## src/dhp_pkg.sv

```systemverilog
// Shared constants for the host command port: port offsets, fields, resets.
// Assumes one 250 MHz clock and active-high asynchronous reset everywhere.
package dhp_pkg;
  localparam int ADDR_W = 16;
  localparam int DATA_W = 8;
  localparam int PTR_W = 20;
  localparam logic [2:0] OFS_STATUS = 3'h0;
  localparam logic [2:0] OFS_PTR_LO = 3'h0;
  localparam logic [2:0] OFS_PTR_MID = 3'h2;
  localparam logic [2:0] OFS_PTR_HI = 3'h4;
  localparam logic [2:0] OFS_GO = 3'h6;
  localparam logic [2:0] OFS_INT_CLR = 3'h7;
  localparam int BIT_BUSY = 7;
  localparam int BIT_INTR = 6;
  localparam int BIT_IEN = 7;
  localparam int BIT_WIDE = 6;
  localparam logic [15:0] BASE_DEFAULT = 16'h0090;
  localparam logic [7:0] STATUS_RESET = 8'h00;
  localparam logic [PTR_W-1:0] PTR_RESET = 20'h00000;
  // Host controller register offsets
  localparam logic [1:0] HC_CMD = 2'h0;
  localparam logic [1:0] HC_PTR = 2'h1;
  localparam logic [1:0] HC_STATUS = 2'h2;
  localparam logic [1:0] HC_LAST = 2'h3;
  localparam int HC_GO_BIT = 0;
  localparam int HC_ACK_BIT = 1;
  localparam int HC_POLL_BIT = 2;
endpackage : dhp_pkg

```

## src/dhp_if.sv

```systemverilog
// Bus I/O cycle between host and controller port block, plus level interrupt.
// Assumes one clock; strobes are one cycle, read data the cycle after.
`timescale 1ns/10ps
`default_nettype none
interface dhp_if;
  logic [15:0] ioAddr;
  logic [7:0] ioWrData;
  logic ioWr;
  logic ioRd;
  logic [7:0] ioRdData;
  logic intrReq;
  modport device (input ioAddr, ioWrData, ioWr, ioRd, output ioRdData, intrReq);
  modport host (output ioAddr, ioWrData, ioWr, ioRd, input ioRdData, intrReq);
endinterface : dhp_if
`default_nettype wire

```

## src/dhp_host.sv

```systemverilog
// Host end: sequences poll, pointer writes, start, and interrupt acknowledge.
// Assumes software drives a small register port with one-cycle strobes.
`timescale 1ns/10ps
`default_nettype none
module dhp_host #(
  parameter logic [15:0] BASE = dhp_pkg::BASE_DEFAULT
) (
  // Clock and reset
  input wire logic clk,
  input wire logic reset,
  // Software register port
  input wire logic [1:0] regAddr,
  input wire logic [31:0] regWrData,
  input wire logic regWr,
  input wire logic regRd,
  output logic [31:0] regRdData,
  // Device side
  dhp_if.host port
);
  typedef enum logic [3:0] {
    S_IDLE = 4'h0, S_POLL = 4'h1, S_WAIT = 4'h3, S_LO = 4'h2, S_MID = 4'h6,
    S_HI = 4'h7, S_GO = 4'h5, S_RUN = 4'h4, S_CHK = 4'hC, S_CWAIT = 4'hD, S_ACK = 4'hF
  } dhp_state_e;
  dhp_state_e state, next_state;
  logic [19:0] ptr, next_ptr;
  logic [7:0] cmd, next_cmd, last, next_last;
  logic done, next_done, mine, next_mine;
  logic [15:0] addr, next_addr;
  logic [7:0] wd, next_wd;
  logic wr, next_wr, rd, next_rd;
  logic [31:0] rdq, next_rdq;
  always_comb begin
    next_state = state;
    next_ptr = ptr;
    next_cmd = cmd;
    next_last = last;
    next_done = done;
    next_mine = mine;
    next_addr = addr;
    next_wd = wd;
    next_wr = 1'b0;
    next_rd = 1'b0;
    next_rdq = 32'h00000000;
    if (regWr && regAddr == dhp_pkg::HC_PTR) next_ptr = regWrData[19:0];
    if (regWr && regAddr == dhp_pkg::HC_CMD) next_cmd = regWrData[7:0];
    if (regRd) begin
      unique case (regAddr)
        dhp_pkg::HC_PTR: next_rdq = {12'h000, ptr};
        dhp_pkg::HC_STATUS: next_rdq = {28'h0000000, port.intrReq, mine, done, state == S_IDLE};
        dhp_pkg::HC_LAST: next_rdq = {24'h000000, last};
        default: next_rdq = {24'h000000, cmd};
      endcase
    end
    unique case (state)
      S_IDLE: begin
        if (regWr && regAddr == dhp_pkg::HC_CMD && regWrData[dhp_pkg::HC_GO_BIT]) begin
          next_done = 1'b0;
          next_state = S_POLL;
        end else if (port.intrReq && !wr) begin
          next_state = S_CHK;
        end
      end
      S_POLL: begin
        next_addr = BASE + 16'(dhp_pkg::OFS_STATUS);
        next_rd = 1'b1;
        next_state = S_WAIT;
      end
      S_WAIT: next_state = S_LO;
      S_LO: begin
        if (port.ioRdData[dhp_pkg::BIT_BUSY]) begin
          next_state = S_POLL;
        end else begin
          next_addr = BASE + 16'(dhp_pkg::OFS_PTR_LO);
          next_wd = ptr[7:0];
          next_wr = 1'b1;
          next_state = S_MID;
        end
      end
      S_MID: begin
        next_addr = BASE + 16'(dhp_pkg::OFS_PTR_MID);
        next_wd = ptr[15:8];
        next_wr = 1'b1;
        next_state = S_HI;
      end
      S_HI: begin
        next_addr = BASE + 16'(dhp_pkg::OFS_PTR_HI);
        next_wd = {4'h0, ptr[19:16]};
        next_wr = 1'b1;
        next_state = S_GO;
      end
      S_GO: begin
        next_addr = BASE + 16'(dhp_pkg::OFS_GO);
        next_wd = cmd;
        next_wr = 1'b1;
        next_state = S_RUN;
      end
      S_RUN: begin
        next_addr = BASE + 16'(dhp_pkg::OFS_STATUS);
        next_rd = 1'b1;
        next_state = S_CHK;
      end
      S_CHK: begin
        next_addr = BASE + 16'(dhp_pkg::OFS_STATUS);
        next_rd = 1'b1;
        next_state = S_CWAIT;
      end
      S_CWAIT: next_state = S_ACK;
      S_ACK: begin
        next_last = port.ioRdData;
        next_mine = port.ioRdData[dhp_pkg::BIT_INTR];
        if (port.ioRdData[dhp_pkg::BIT_INTR]) begin
          next_addr = BASE + 16'(dhp_pkg::OFS_INT_CLR);
          next_wr = 1'b1;
          next_done = 1'b1;
          next_state = S_IDLE;
        end else if (!port.ioRdData[dhp_pkg::BIT_BUSY]) begin
          next_done = 1'b1;
          next_state = S_IDLE;
        end else begin
          next_state = S_CHK;
        end
      end
      default: next_state = S_IDLE;
    endcase
  end
  always_ff @(posedge clk or posedge reset) begin
    if (reset) begin
      state <= S_IDLE;
      ptr <= 20'h00000;
      cmd <= 8'h00;
      last <= 8'h00;
      done <= 1'b0;
      mine <= 1'b0;
      addr <= 16'h0000;
      wd <= 8'h00;
      wr <= 1'b0;
      rd <= 1'b0;
      rdq <= 32'h00000000;
    end else begin
      state <= next_state;
      ptr <= next_ptr;
      cmd <= next_cmd;
      last <= next_last;
      done <= next_done;
      mine <= next_mine;
      addr <= next_addr;
      wd <= next_wd;
      wr <= next_wr;
      rd <= next_rd;
      rdq <= next_rdq;
    end
  end
  assign port.ioAddr = addr;
  assign port.ioWrData = wd;
  assign port.ioWr = wr;
  assign port.ioRd = rd;
  assign regRdData = rdq;
endmodule : dhp_host
`default_nettype wire

```

## src/flat_wrapper.sv

```systemverilog
// flat-port wrapper written by rule: the top's interface ports become plain ports
module dhp_host_flat 
#(
  parameter logic [15:0] BASE = dhp_pkg::BASE_DEFAULT
)
  (clk, reset, regAddr, regWrData, regWr, regRd, regRdData, port_ioAddr, port_ioWrData, port_ioWr, port_ioRd, port_ioRdData, port_intrReq);
  dhp_if port_i ();
  input wire logic clk;
  input wire logic reset;
  input wire logic [1:0] regAddr;
  input wire logic [31:0] regWrData;
  input wire logic regWr;
  input wire logic regRd;
  output logic [31:0] regRdData;
  output wire logic [$bits(port_i.ioAddr)-1:0] port_ioAddr;
  output wire logic [$bits(port_i.ioWrData)-1:0] port_ioWrData;
  output wire logic [$bits(port_i.ioWr)-1:0] port_ioWr;
  output wire logic [$bits(port_i.ioRd)-1:0] port_ioRd;
  input wire logic [$bits(port_i.ioRdData)-1:0] port_ioRdData;
  input wire logic [$bits(port_i.intrReq)-1:0] port_intrReq;
  assign port_ioAddr = port_i.ioAddr;
  assign port_ioWrData = port_i.ioWrData;
  assign port_ioWr = port_i.ioWr;
  assign port_ioRd = port_i.ioRd;
  assign port_i.ioRdData = port_ioRdData;
  assign port_i.intrReq = port_intrReq;
  dhp_host #(.BASE(BASE)) u_core (.clk(clk), .reset(reset), .regAddr(regAddr), .regWrData(regWrData), .regWr(regWr), .regRd(regRd), .regRdData(regRdData), .port(port_i));
endmodule
```

## config.mk

```make
export PLATFORM = sky130hd
export DESIGN_NAME = dhp_host_flat
export DESIGN_NICKNAME = d
export VERILOG_FILES = /design/src/dhp_pkg.sv /design/src/dhp_if.sv /design/src/dhp_host.sv /design/src/flat_wrapper.sv
export SDC_FILE = /design/constraint.sdc
export NUM_CORES = 1
export LEC_CHECK = 0
export ABC_AREA = 1
export BUFFER_PORTS_ARGS = -buffer_cell sky130_fd_sc_hd__buf_2
export CORE_MARGIN = 5
export CORE_UTILIZATION = 45
export DETAILED_ROUTE_END_ITERATION = 16
export PLACE_DENSITY = 0.82
export SYNTH_ARGS = -nofsm -noshare
export SYNTH_HDL_FRONTEND = slang
export SYNTH_SLANG_ARGS = --single-unit
```

## constraint.sdc

```tcl
create_clock -name clk -period 3.9 [get_ports clk]
set_input_delay 0.78 -clock clk [delete_from_list [all_inputs] [get_ports clk]]
set_output_delay 0.78 -clock clk [all_outputs]
set_load 0.01 [all_outputs]
```

* Word-level counts from Yosys, hierarchy flattened
Cells that the tools add are included.
Storage, ports and cells: word-level logic and storage cells 65, output and inout bits 58, bits of input ports 47, register bits after elaboration 100
Cells by class: muxes and demuxes 21, equality and inequality tests 18, reduce and logical (&&, ||, !) cells 15
Operators with widths (number):
- case mux 16 bit (6 select lines) | 1
- case mux 20 bit (3 select lines) | 1
- case mux 4 bit (11 select lines) | 1
- two-way mux 16 bit | 2
- two-way mux 32 bit | 1
- case mux 8 bit (4 select lines) | 1
- == test 4 x 3 -> 1 bit, second input constant | 4
- two-way mux 4 bit | 4
- == test 4 bit, second input constant | 3
- == test 4 x 2 -> 1 bit, second input constant | 2
- two-way mux 8 bit | 1
- two-way mux 1 bit | 6
- != test 2 bit, second input constant | 3
- != test 3 bit, second input constant | 2
- AND reduction 3 bit | 2
- nonzero test 6 bit | 1
- OR reduction 3 bit | 2
- == test 2 bit, second input constant | 2
- == test 4 x 1 -> 1 bit, second input constant | 1
- logical AND 1 bit | 4
- logical NOT 4 bit | 1
- nonzero test 4 bit | 1
- two-way mux 3 bit | 1
- case mux 1 bit (3 select lines) | 1
- 6 further kinds | 6

* Longest topological paths before layout
Gate-level depths: netlist (run 1).
depth in word-level cells 5, gate-level depth with buffers 9, gate-level depth less buffers 8

* Worst setup path after synthesis (run 1)
No wires, ideal clock.
kind input -> register, from input port regAddr[0], to register u_core.done, library setup time 0.132 ns, required time 3.768 ns, path buffers 1, stages 7, path slack 2.303 ns, data arrival time 1.465 ns, cells stage by stage inv_2 -> nand2_2 -> nor2_2 -> buf_4 -> nand3_2 -> nand2_1 -> o211ai_1
On the way: word-level cells in the longest chain between the ends 5
RTL lines:
- from (decl) | RTL line flat_wrapper.sv:10 | input wire logic [1:0] regAddr;
- logical NOT 2 bit | RTL line dhp_host.sv:56 | if (regWr && regAddr == dhp_pkg::HC_CMD && regWrData[dhp_pkg::HC_GO_BIT]) begin
- logical AND 1 bit (2 in a row) | RTL line dhp_host.sv:56
- != test 2 bit (no source line)
- AND reduction 3 bit (no source line)
- to (signal assigned) | RTL line dhp_host.sv:144 | done <= next_done;
- to (decl) | RTL line dhp_host.sv:27 | logic done, next_done, mine, next_mine;
No other way between the ends. A chain may end at the register's enable or synchronous reset.

* Worst setup path in the final report (run 1)
from input port regAddr[0], to register u_core.state[2]
On the way: word-level cells in the longest chain between the ends 5, elaborated cells between the ends (all ways) 6, classes of those cells eq/ne (1); mux (2); reduce/logical (3)
RTL lines:
- logical NOT 2 bit * | RTL line dhp_host.sv:56
- logical AND 1 bit * (2 in a row) | RTL line dhp_host.sv:56
- two-way mux 4 bit | RTL line dhp_host.sv:56
- case mux 4 bit (11 select lines) | RTL line dhp_host.sv:54 | unique case (state)
- to (signal assigned) | RTL line dhp_host.sv:140 | state <= next_state;
- to (decl) | RTL line dhp_host.sv:24 | dhp_state_e state, next_state;
Every way passes the cells marked *; elsewhere a longest branch is shown, timed or not.

==> results of run 1 <==
state kept, by name (all words and copies together), names as in the netlist:
name and flops:
u_core.last 8, u_core.ptr 20, u_core.state 4, u_core.port.ioRd 1, u_core.done 1, u_core.port.ioWr 1, u_core.cmd 8, u_core.port.ioWrData 8
u_core.port.ioAddr 4, u_core.regRdData 20
power by group through the flow:
stage	combinational (uW)	sequential [uW]	clock [uW]
6_report	659	1070	725
3_3_place_gp	645	1080	0
2_1_floorplan	442	1100	0
3_5_place_dp	660	1090	0
5_1_grt	752	1090	776
4_1_cts	663	1070	741
worst reg2reg max path, stage by stage (launching register included):
cell and delay [ns]:
dfrtp_1 0.42, inv_2 0.09, nand2_1 0.07, nor2_1 0.57, nand2_1 0.17, nand2_1 0.10, a21oi_1 0.06, o21ai_1 0.14
through the flow:
stage | worst slack (ns) | instance area [um^2] | hold slack, ns | util (%)
detailed placement | 1.72 | 3720 | 0.458 | 51.0
finish | 2.05 | 3970 | 0.406 | 54.4
global placement | 1.75 | 3720 | 0.451 | 51.0
CTS | 2.08 | 3970 | 0.397 | 54.4
floorplan | 1.21 | 3470 | 0.442 | -
global route | 1.96 | 3970 | 0.423 | 54.4
kinds of logic after synthesis:
kind of cell | count (synthesis)
muxes | 3
other | 1
buffers and inverters | 80
and+or+nand+nor | 182
AOI/OAI and AO/OA | 54
DFF | 75
cell usage after synthesis (all sizes together):
| library cell | n |
|---|---|
| conb | 1 |
| o21ai | 25 |
| dfrtp | 75 |
| nand4 | 6 |
| a41oi | 1 |
| o211ai | 4 |
| o2111ai | 1 |
| buf | 32 |
| nor2 | 46 |
| o22ai | 1 |
| a31oi | 3 |
| mux2 | 3 |
| a21oi | 18 |
| inv | 48 |
| o221ai | 1 |
| nor3 | 2 |
| nand3 | 5 |
| nand2 | 123 |
routing by layer:
metal  vias to the layer above  track usage (%)  share of wire [%]
met1                      1297             20.6                 40
li1                       1326                -                  -
met5                         -                0                  0
met2                        89             29.5                 52
met4                         0             5.51                1.1
met3                         7             5.61                6.9
final cells by class:
class / instances / area (um^2)
flip-flops and latches: 75 / 1880
repair buffers: 71 / 360
multi-input cells: 262 / 1180
clock buffers: 9 / 124
inverters: 48 / 180
fillers: 673 / 3320
well taps: 99 / 124
clock inverters: 7 / 124
worst paths after layout:
path	to	slack (ns)	depth (start not counted)
max	u_core.state[2]	2.05	9
max reg2reg	u_core.port.ioWrData[7]	2.20	7
min	u_core.ptr[7]	0.41	2
max in group asynchronous	u_core.ptr[19]	2.71	3
min reg2reg	u_core.port.ioAddr[1]	0.48	2
min in group clk	u_core.port.ioAddr[1]	0.48	2
cell usage in the layout (no fill, tap or decap):
cell type   instances
o2111ai_1           1
nand2_4             2
inv_6               2
nor3_1              2
nor2_2              3
conb_1             23
buf_2              69
a41oi_1             1
nand3_2             2
a21oi_1            18
nand2_2             3
clkinvlp_4          1
o21ai_0            21
bufinv_16           3
o211ai_1            4
nand2_1           118
nor2_4              2
nand4_1             6
nand3_1             3
o221ai_1            1
nor2_1             41
clkinv_4            1
buf_4               2
inv_1              40
inv_2               8
o22ai_1             1
dfrtp_1            75
o21ai_1             4
clkbuf_8            9
a31oi_1             3
mux2_2              3
==> summary.md, run 1 <==
| Metric | Value |
|---|---|
| Area Overhead vs Synth | `17.2%` |
| Nature of the critical path endpoint | `flop` |
| Max FO, Critical Path | `12` |
| DR vias | `2719` |
| Post-CTS Setup Bufs | `0` |
| # port buffers | `69` |
| Worst setup path class | `primary input to flop` |
| NetSw | `between 800 and 900 uW` |
| Die X | `roughly 97 um` |
| Adder-cell share of the synthesized area | `0%` |
| # diodes | `0` |
| Worst path arrival time | `about 2.1 ns` |
| Starting Density | `between 40% and 50%` |
| Detailed Route WL | `approximately 7800 um` |
| Peak supply drop | `between 0.0002 and 0.00025 V` |
| Ys Warns | `0` |
| Crit path required time | `slightly above 4 ns` |
| Post-route DRC | `0` |
| Synth cell types | `27` |
| Logic gate share of total power | `between 20% and 30%` |
| Post-synthesis mux area share | `less than 1%` |
| Detailed Route Iter0 Violations | `around 190` |
| Most common cell on crit path | `nand2_1` |
| Max Slew Vio Count | `0` |
| RSZ-0062 raised after global routing | `no` |
| Reg2reg start | `u_core.state[0]` |
| Synthesized cell area | `3380 um^2` |
| Hold_buf cts | `0` |
| Worst-Margin Slew | `0.717 ns` |
| Grt ovf | `0` |
| Top cells by area, synth | `dfrtp_1 (55%), nand2_1 (13%), buf_4 (5.8%), inv_1 (4.5%), nor2_1 (4.5%)` |
| First drt pass iteration count | `4` |
| Worst min path class | `primary input to async pin` |
| Global Route Usage Sum | `17.3%` |
| #FFs+latches synth | `75` |
| Cell Chain, Critical Path | `buf_2 -> inv_2 -> nand2_2 -> nor2_2 -> nand2_1 -> nand2_1 -> o211ai_1 -> nand2_1 -> nand2_1` |
| Worst path slowest cell | `nor2_2` |
| Max_slew headroom | `between 50% and 60%` |
| Share of post-route cells with drive strength above 1 | `between 20% and 30%` |
| TritonCTS clock tree | `done` |
| Sequential area share after synthesis | `55.5%` |
| Max incr delay on CP | `approximately 0.4 ns` |
| Worst-skew pair later-pin latency | `around 0.35 ns` |
| Avg Inst Size Synth | `8.57 um^2` |
| Pin count of the biggest net entering global routing | `38` |
| I/O pin total | `between 100 and 150` |
| DIE AREA | `9360 um^2` |
| Switching Fraction | `33.8%` |
| Leakage power | `0.00220 uW` |
| Initial antenna violation count | `0` |
| Via-to-Cell Ratio | `~4.8` |
| Final hold violation count | `0` |
| First-pass GRT wire length | `13200 um` |
| Post-route insts no fill | `~570` |
| CTS Buf Count | `9` |
| DP Cell Count | `approximately 560` |
| Crit path max-delay family | `simple AND/OR/NAND/NOR gates` |
| Worst Skew | `0.00764 ns` |
| H-tree depth | `3` |
| Post-synthesis compound-gate area fraction | `just under 9%` |
| Status | `complete, no violations` |
| FMAX | `0.539 GHz` |
| Post-CTS resize count | `0` |
| Nets | `514` |
| Row count | `31` |
| Post-synth top area share | `between 50% and 60%` |
| Buffers & Inverters on Critical Path | `2` |
| Syn Inst Count | `about 400` |
| Core area | `roughly 7300 um^2` |
| Die Ht | `roughly 97 um` |
| Period utilisation layout | `a little under half` |
| Vias in the first global route | `approximately 2800` |
| WL/cell | `13.7 um` |
| CP startpoint kind | `primary input` |
| Tot Pwr | `about 2500 uW` |
| Post-Route Setup TNS | `0 ns` |
| Sequential Power Share | `43.7%` |
| Pwr dens | `about 620 nW/um^2` |
| DRT antenna net count | `0` |
| P_int | `~1600 uW` |
| Crit path from | `regAddr[0]` |
| Max_cap viols | `0` |
| Post-Synth Simple-Gate Area | `a little under a quarter` |
| Clk buf depth | `2` |
| Post-synthesis xor/xnor area fraction | `0%` |
| CTS Sinks | `75` |
| Clock root buffer | `clkbuf_8` |
| Largest family of logic cells by synthesized area | `simple AND/OR/NAND/NOR gates` |
| Clock Pin Slew Worst Setup and Hold Paths | `0.08 ns` |
| GP Congestion | `~0.85` |
| Final min period | `~1.9 ns` |
| Clock network power share | `between 20% and 30%` |
| Yosys top cell by area | `dfrtp_1` |
| Hpwl dp | `5980 um` |
| Final setup violation count | `0` |
Note: power is estimated with default switching activity, not from simulation.
==> inputs of run 2 (changes only) <==
--- a/config.mk
+++ b/config.mk
@@ -5,12 +5,12 @@
 export SDC_FILE = /design/constraint.sdc
 export NUM_CORES = 1
 export LEC_CHECK = 0
-export ABC_AREA = 1
+export ABC_AREA = 0
 export BUFFER_PORTS_ARGS = -buffer_cell sky130_fd_sc_hd__buf_2
 export CORE_MARGIN = 5
 export CORE_UTILIZATION = 45
 export DETAILED_ROUTE_END_ITERATION = 16
-export PLACE_DENSITY = 0.82
+export PLACE_DENSITY = 0.84
 export SYNTH_ARGS = -nofsm -noshare
 export SYNTH_HDL_FRONTEND = slang
 export SYNTH_SLANG_ARGS = --single-unit
==> constraint.sdc (replaced) <==
create_clock -name clk -period 1.5 [get_ports clk]
set_input_delay 0.3 -clock clk [delete_from_list [all_inputs] [get_ports clk]]
set_output_delay 0.3 -clock clk [all_outputs]
set_load 0.01 [all_outputs]
==> summary.md, run 2 <==
| Metric | Value |
|---|---|
| Post-route DRC | `0 (unchanged)` |
| Detailed Route Iter0 Violations | `213 (+13%)` |
| Detailed Route WL | `8140 um (+4.2%)` |
| Global Route Usage Sum | `17.3% (+0.042 points)` |
| Worst path slowest cell | `dfrtp_2` |
| Internal reg-to-reg setup slack | `0.03 ns (-2.17 ns)` |
| Starting Density | `45.4% (-1.0 points)` |
| CTS Buf Count | `9 (unchanged)` |
| Worst Skew | `0.00764 ns (+0.00000477 ns)` |
| Leakage power | `0.00210 uW (-4.5%)` |
| Crit path required time | `1.76 ns (-2.37 ns)` |
| DR vias | `2564 (-5.7%)` |
| P_int | `4530 uW (+180%)` |
| Async S/R FF share, synth | `100% (unchanged)` |
| First-pass GRT wire length | `13000 um (-1.0%)` |
| Design area | `4250 um^2 (+7.1%)` |
| Peak supply drop | `0.000710 V (+190%)` |
| Max_cap viols | `0 (unchanged)` |
| Final min period | `~1.5 ns` |
| Sequential Power Share | `41.9% (-1.8 points)` |
| DP Cell Count | `495 (-11%)` |
| Pwr dens | `1630 nW/um^2 (+160%)` |
| R2R cell count | `4 (-3)` |
| DIE AREA | `9520 um^2 (+1.8%)` |
| Share of post-route cells with drive strength above 1 | `37.5% (+14 points)` |
| Initial antenna violation count | `0 (unchanged)` |
| NetSw | `2410 uW (+190%)` |
| Ys Warns | `0 (unchanged)` |
| Max FO, Critical Path | `8 (-4)` |
| Worst setup path class | `flop to flop` |
| Crit path from | `u_core.state[0]` |
| Nets | `455 (-11%)` |
| Most common cell in the synthesized netlist | `dfrtp_1` |
| WL/cell | `15.8 um (+16%)` |
| Final Util | `55.9% (+1.4 points)` |
| FF-to-FF End | `u_core.port.ioWrData[7]` |
| CP startpoint kind | `flop` |
| Placed cell areas | `3980 um^2 (+7.1%)` |
| Period utilisation layout | `98.1%` |
| Clock network power share | `20.3% (-9.2 points)` |
| Switching Fraction | `34.7% (+0.91 points)` |
| Worst path arrival time | `1.73 ns (-0.36 ns)` |
| Sequential area share after synthesis | `54.4% (-1.1 points)` |
| Logic gate share of total power | `37.8% (+11 points)` |
| Nature of the critical path endpoint | `flop` |
| I/O pin total | `105 (unchanged)` |
| Max incr delay on CP | `0.46 ns (+0.06 ns)` |
| Reg2reg start | `u_core.state[0]` |
| CTS Sinks | `75 (unchanged)` |
| TritonCTS clock tree | `done` |
| Status | `complete, no violations` |
| Clock root buffer | `clkbuf_8` |
| Area Overhead vs Synth | `23.1%` |
| Vias in the first global route | `2609 (-6.6%)` |
| Avg Inst Size Synth | `10.9 um^2 (+27%)` |
| GP Congestion | `0.885 (+3.7%)` |
| Post-synth top area share | `54.4% (-1.1 points)` |
| Worst min path class | `primary input to async pin` |
| Hold_buf cts | `0 (unchanged)` |
| Final setup violation count | `0 (unchanged)` |
| Commonest non-fill, non-tap cell in the layout | `dfrtp_1` |
| Post-route insts no fill | `515 (-9.8%)` |
| Grt ovf | `0 (unchanged)` |
| Synth cell types | `44 (+63%)` |
| Crit path to | `u_core.port.ioWrData[7]` |
| FMAX | `0.680 GHz` |
| Die X | `97.6 um (+0.89%)` |
| Row count | `32 (+3.2%)` |
| Cell Chain, Critical Path | `o21ba_4 -> or3_4 -> buf_8 -> o31ai_4` |
| Yosys top cell by area | `dfrtp_1` |
| Crit path max-delay family | `flip-flops` |
| First drt pass iteration count | `4 (unchanged)` |
| Die Ht | `97.6 um (+0.89%)` |
| Clk buf depth | `2 (unchanged)` |
| Post-synth top cells | `dfrtp_1 (75), nand2_1 (43), buf_4 (24)` |
| Syn Inst Count | `316 (-20%)` |
| Clock Pin Slew Worst Setup and Hold Paths | `0.08 ns (about the same)` |
| Max Slew Vio Count | `0 (unchanged)` |
| Worst-skew pair later-pin latency | `0.34 ns (about the same)` |
| Stages on worst setup path | `4 (-5)` |
| Buffers & Inverters on Critical Path | `1 (-1)` |
| # port buffers | `69 (unchanged)` |
| Pin count of the biggest net entering global routing | `76 (+100%)` |
| Synth Flop Type | `dfrtp_1` |
| #FFs+latches synth | `75 (unchanged)` |
| Hpwl dp | `5920 um (-1.1%)` |
| Synthesized cell area | `3450 um^2 (+2.0%)` |
| Core area | `7610 um^2 (+4.3%)` |
| Most frequent cells in the layout | `dfrtp_1 (71), buf_2 (70), nand2_1 (43)` |
| EDFF count, synth | `0 (unchanged)` |
| DRT antenna net count | `0 (unchanged)` |
| Via-to-Cell Ratio | `4.98 (+4.6%)` |
| Final hold violation count | `0 (unchanged)` |
| # diodes | `0 (unchanged)` |
| Top cells by area, synth | `dfrtp_1 (54%), mux2_2 (6.2%), buf_4 (5.2%), nand2_1 (4.7%), and2_1 (3.4%)` |
| H-tree depth | `3 (unchanged)` |
[run 2: cell types whose count changed in the layout (fill, tap and decap cells not counted), moves of 16 or more]
cell     previous run  this run
buf_4               2        25
inv_1              40         9
nor2_1             41         7
and2_1              0        19
nand2_1           118        43
mux2_2              3        19
[run 2: cell families after synthesis]
logic type | share of synthesized area, %
multiplexers | 12.1
AND/OR/NAND/NOR | 12.9
AO/OA/AOI/OAI | 11.2
buffers and inverters | 9.10
flip-flops | 54.4
other | 0.109
XOR/XNOR | 0.254
[run 2: repair_timing]
item	in CTS	in global routing
pin swaps	1	3
setup buffers	0	3
gates cloned	0	1
endpoints found under the setup margin	1	8
gates resized for setup	3	12
[run 2: final cells by class]
type | count | area (um^2)
Inverter | 10 | 41.3
Clock inverter | 4 | 25.0
Fill cell | 665 | 3360
Multi-Input combinational cell | 211 | 1380
Sequential cell | 75 | 1880
Timing Repair Buffer | 101 | 636
Clock buffer | 12 | 155
Tap cell | 102 | 128
[run 2: power by group through the flow]
| stage | sequential [uW] | clock [uW] | combinational [uW] |
|---|---|---|---|
| 6_report | 2910 | 1410 | 2620 |
| 3_3_place_gp | 2890 | 0 | 2320 |
| 3_5_place_dp | 2910 | 0 | 2400 |
| 2_1_floorplan | 2870 | 0 | 1530 |
| 5_1_grt | 2970 | 1530 | 2890 |
| 4_1_cts | 2880 | 1440 | 2430 |
[run 2: routing by layer]
layer	GRT usage, %	part of all wire (%)	vias up
li1	-	-	1209
met1	22.2	42	1258
met2	28.5	51	87
met3	4.09	5.6	10
met4	6.28	1.5	0
met5	0	0	-
[run 2: worst min path at each step]
stage                                end  slack [ns]
floorplan                 u_core.last[0]        0.41
finish              u_core.regRdData[19]        0.06
global route        u_core.regRdData[19]        0.10
detailed placement   u_core.regRdData[8]        0.44
CTS                  u_core.regRdData[8]        0.06
global placement    u_core.regRdData[16]        0.44
[run 2: worst reg2reg max path, stage by stage (launching register included)]
cell and delay (ns):
dfrtp_2 0.46, o21ba_4 0.21, or3_4 0.35, buf_8 0.15, o31ai_4 0.22
[run 2: metrics by stage]
stage | hold WS, ns | setup TNS, ns | total power (uW) | setup WS (ns)
CTS | 0.0645 | 0 | 6760 | 0.00551
finish | 0.0564 | 0 | 6940 | 0.0287
global placement | 0.438 | 0 | 5210 | 0.0248
detailed placement | 0.442 | -0.00303 | 5310 | -0.00303
global route | 0.101 | -0.0152 | 7390 | -0.0114
floorplan | 0.405 | 0 | 4400 | 0.0527
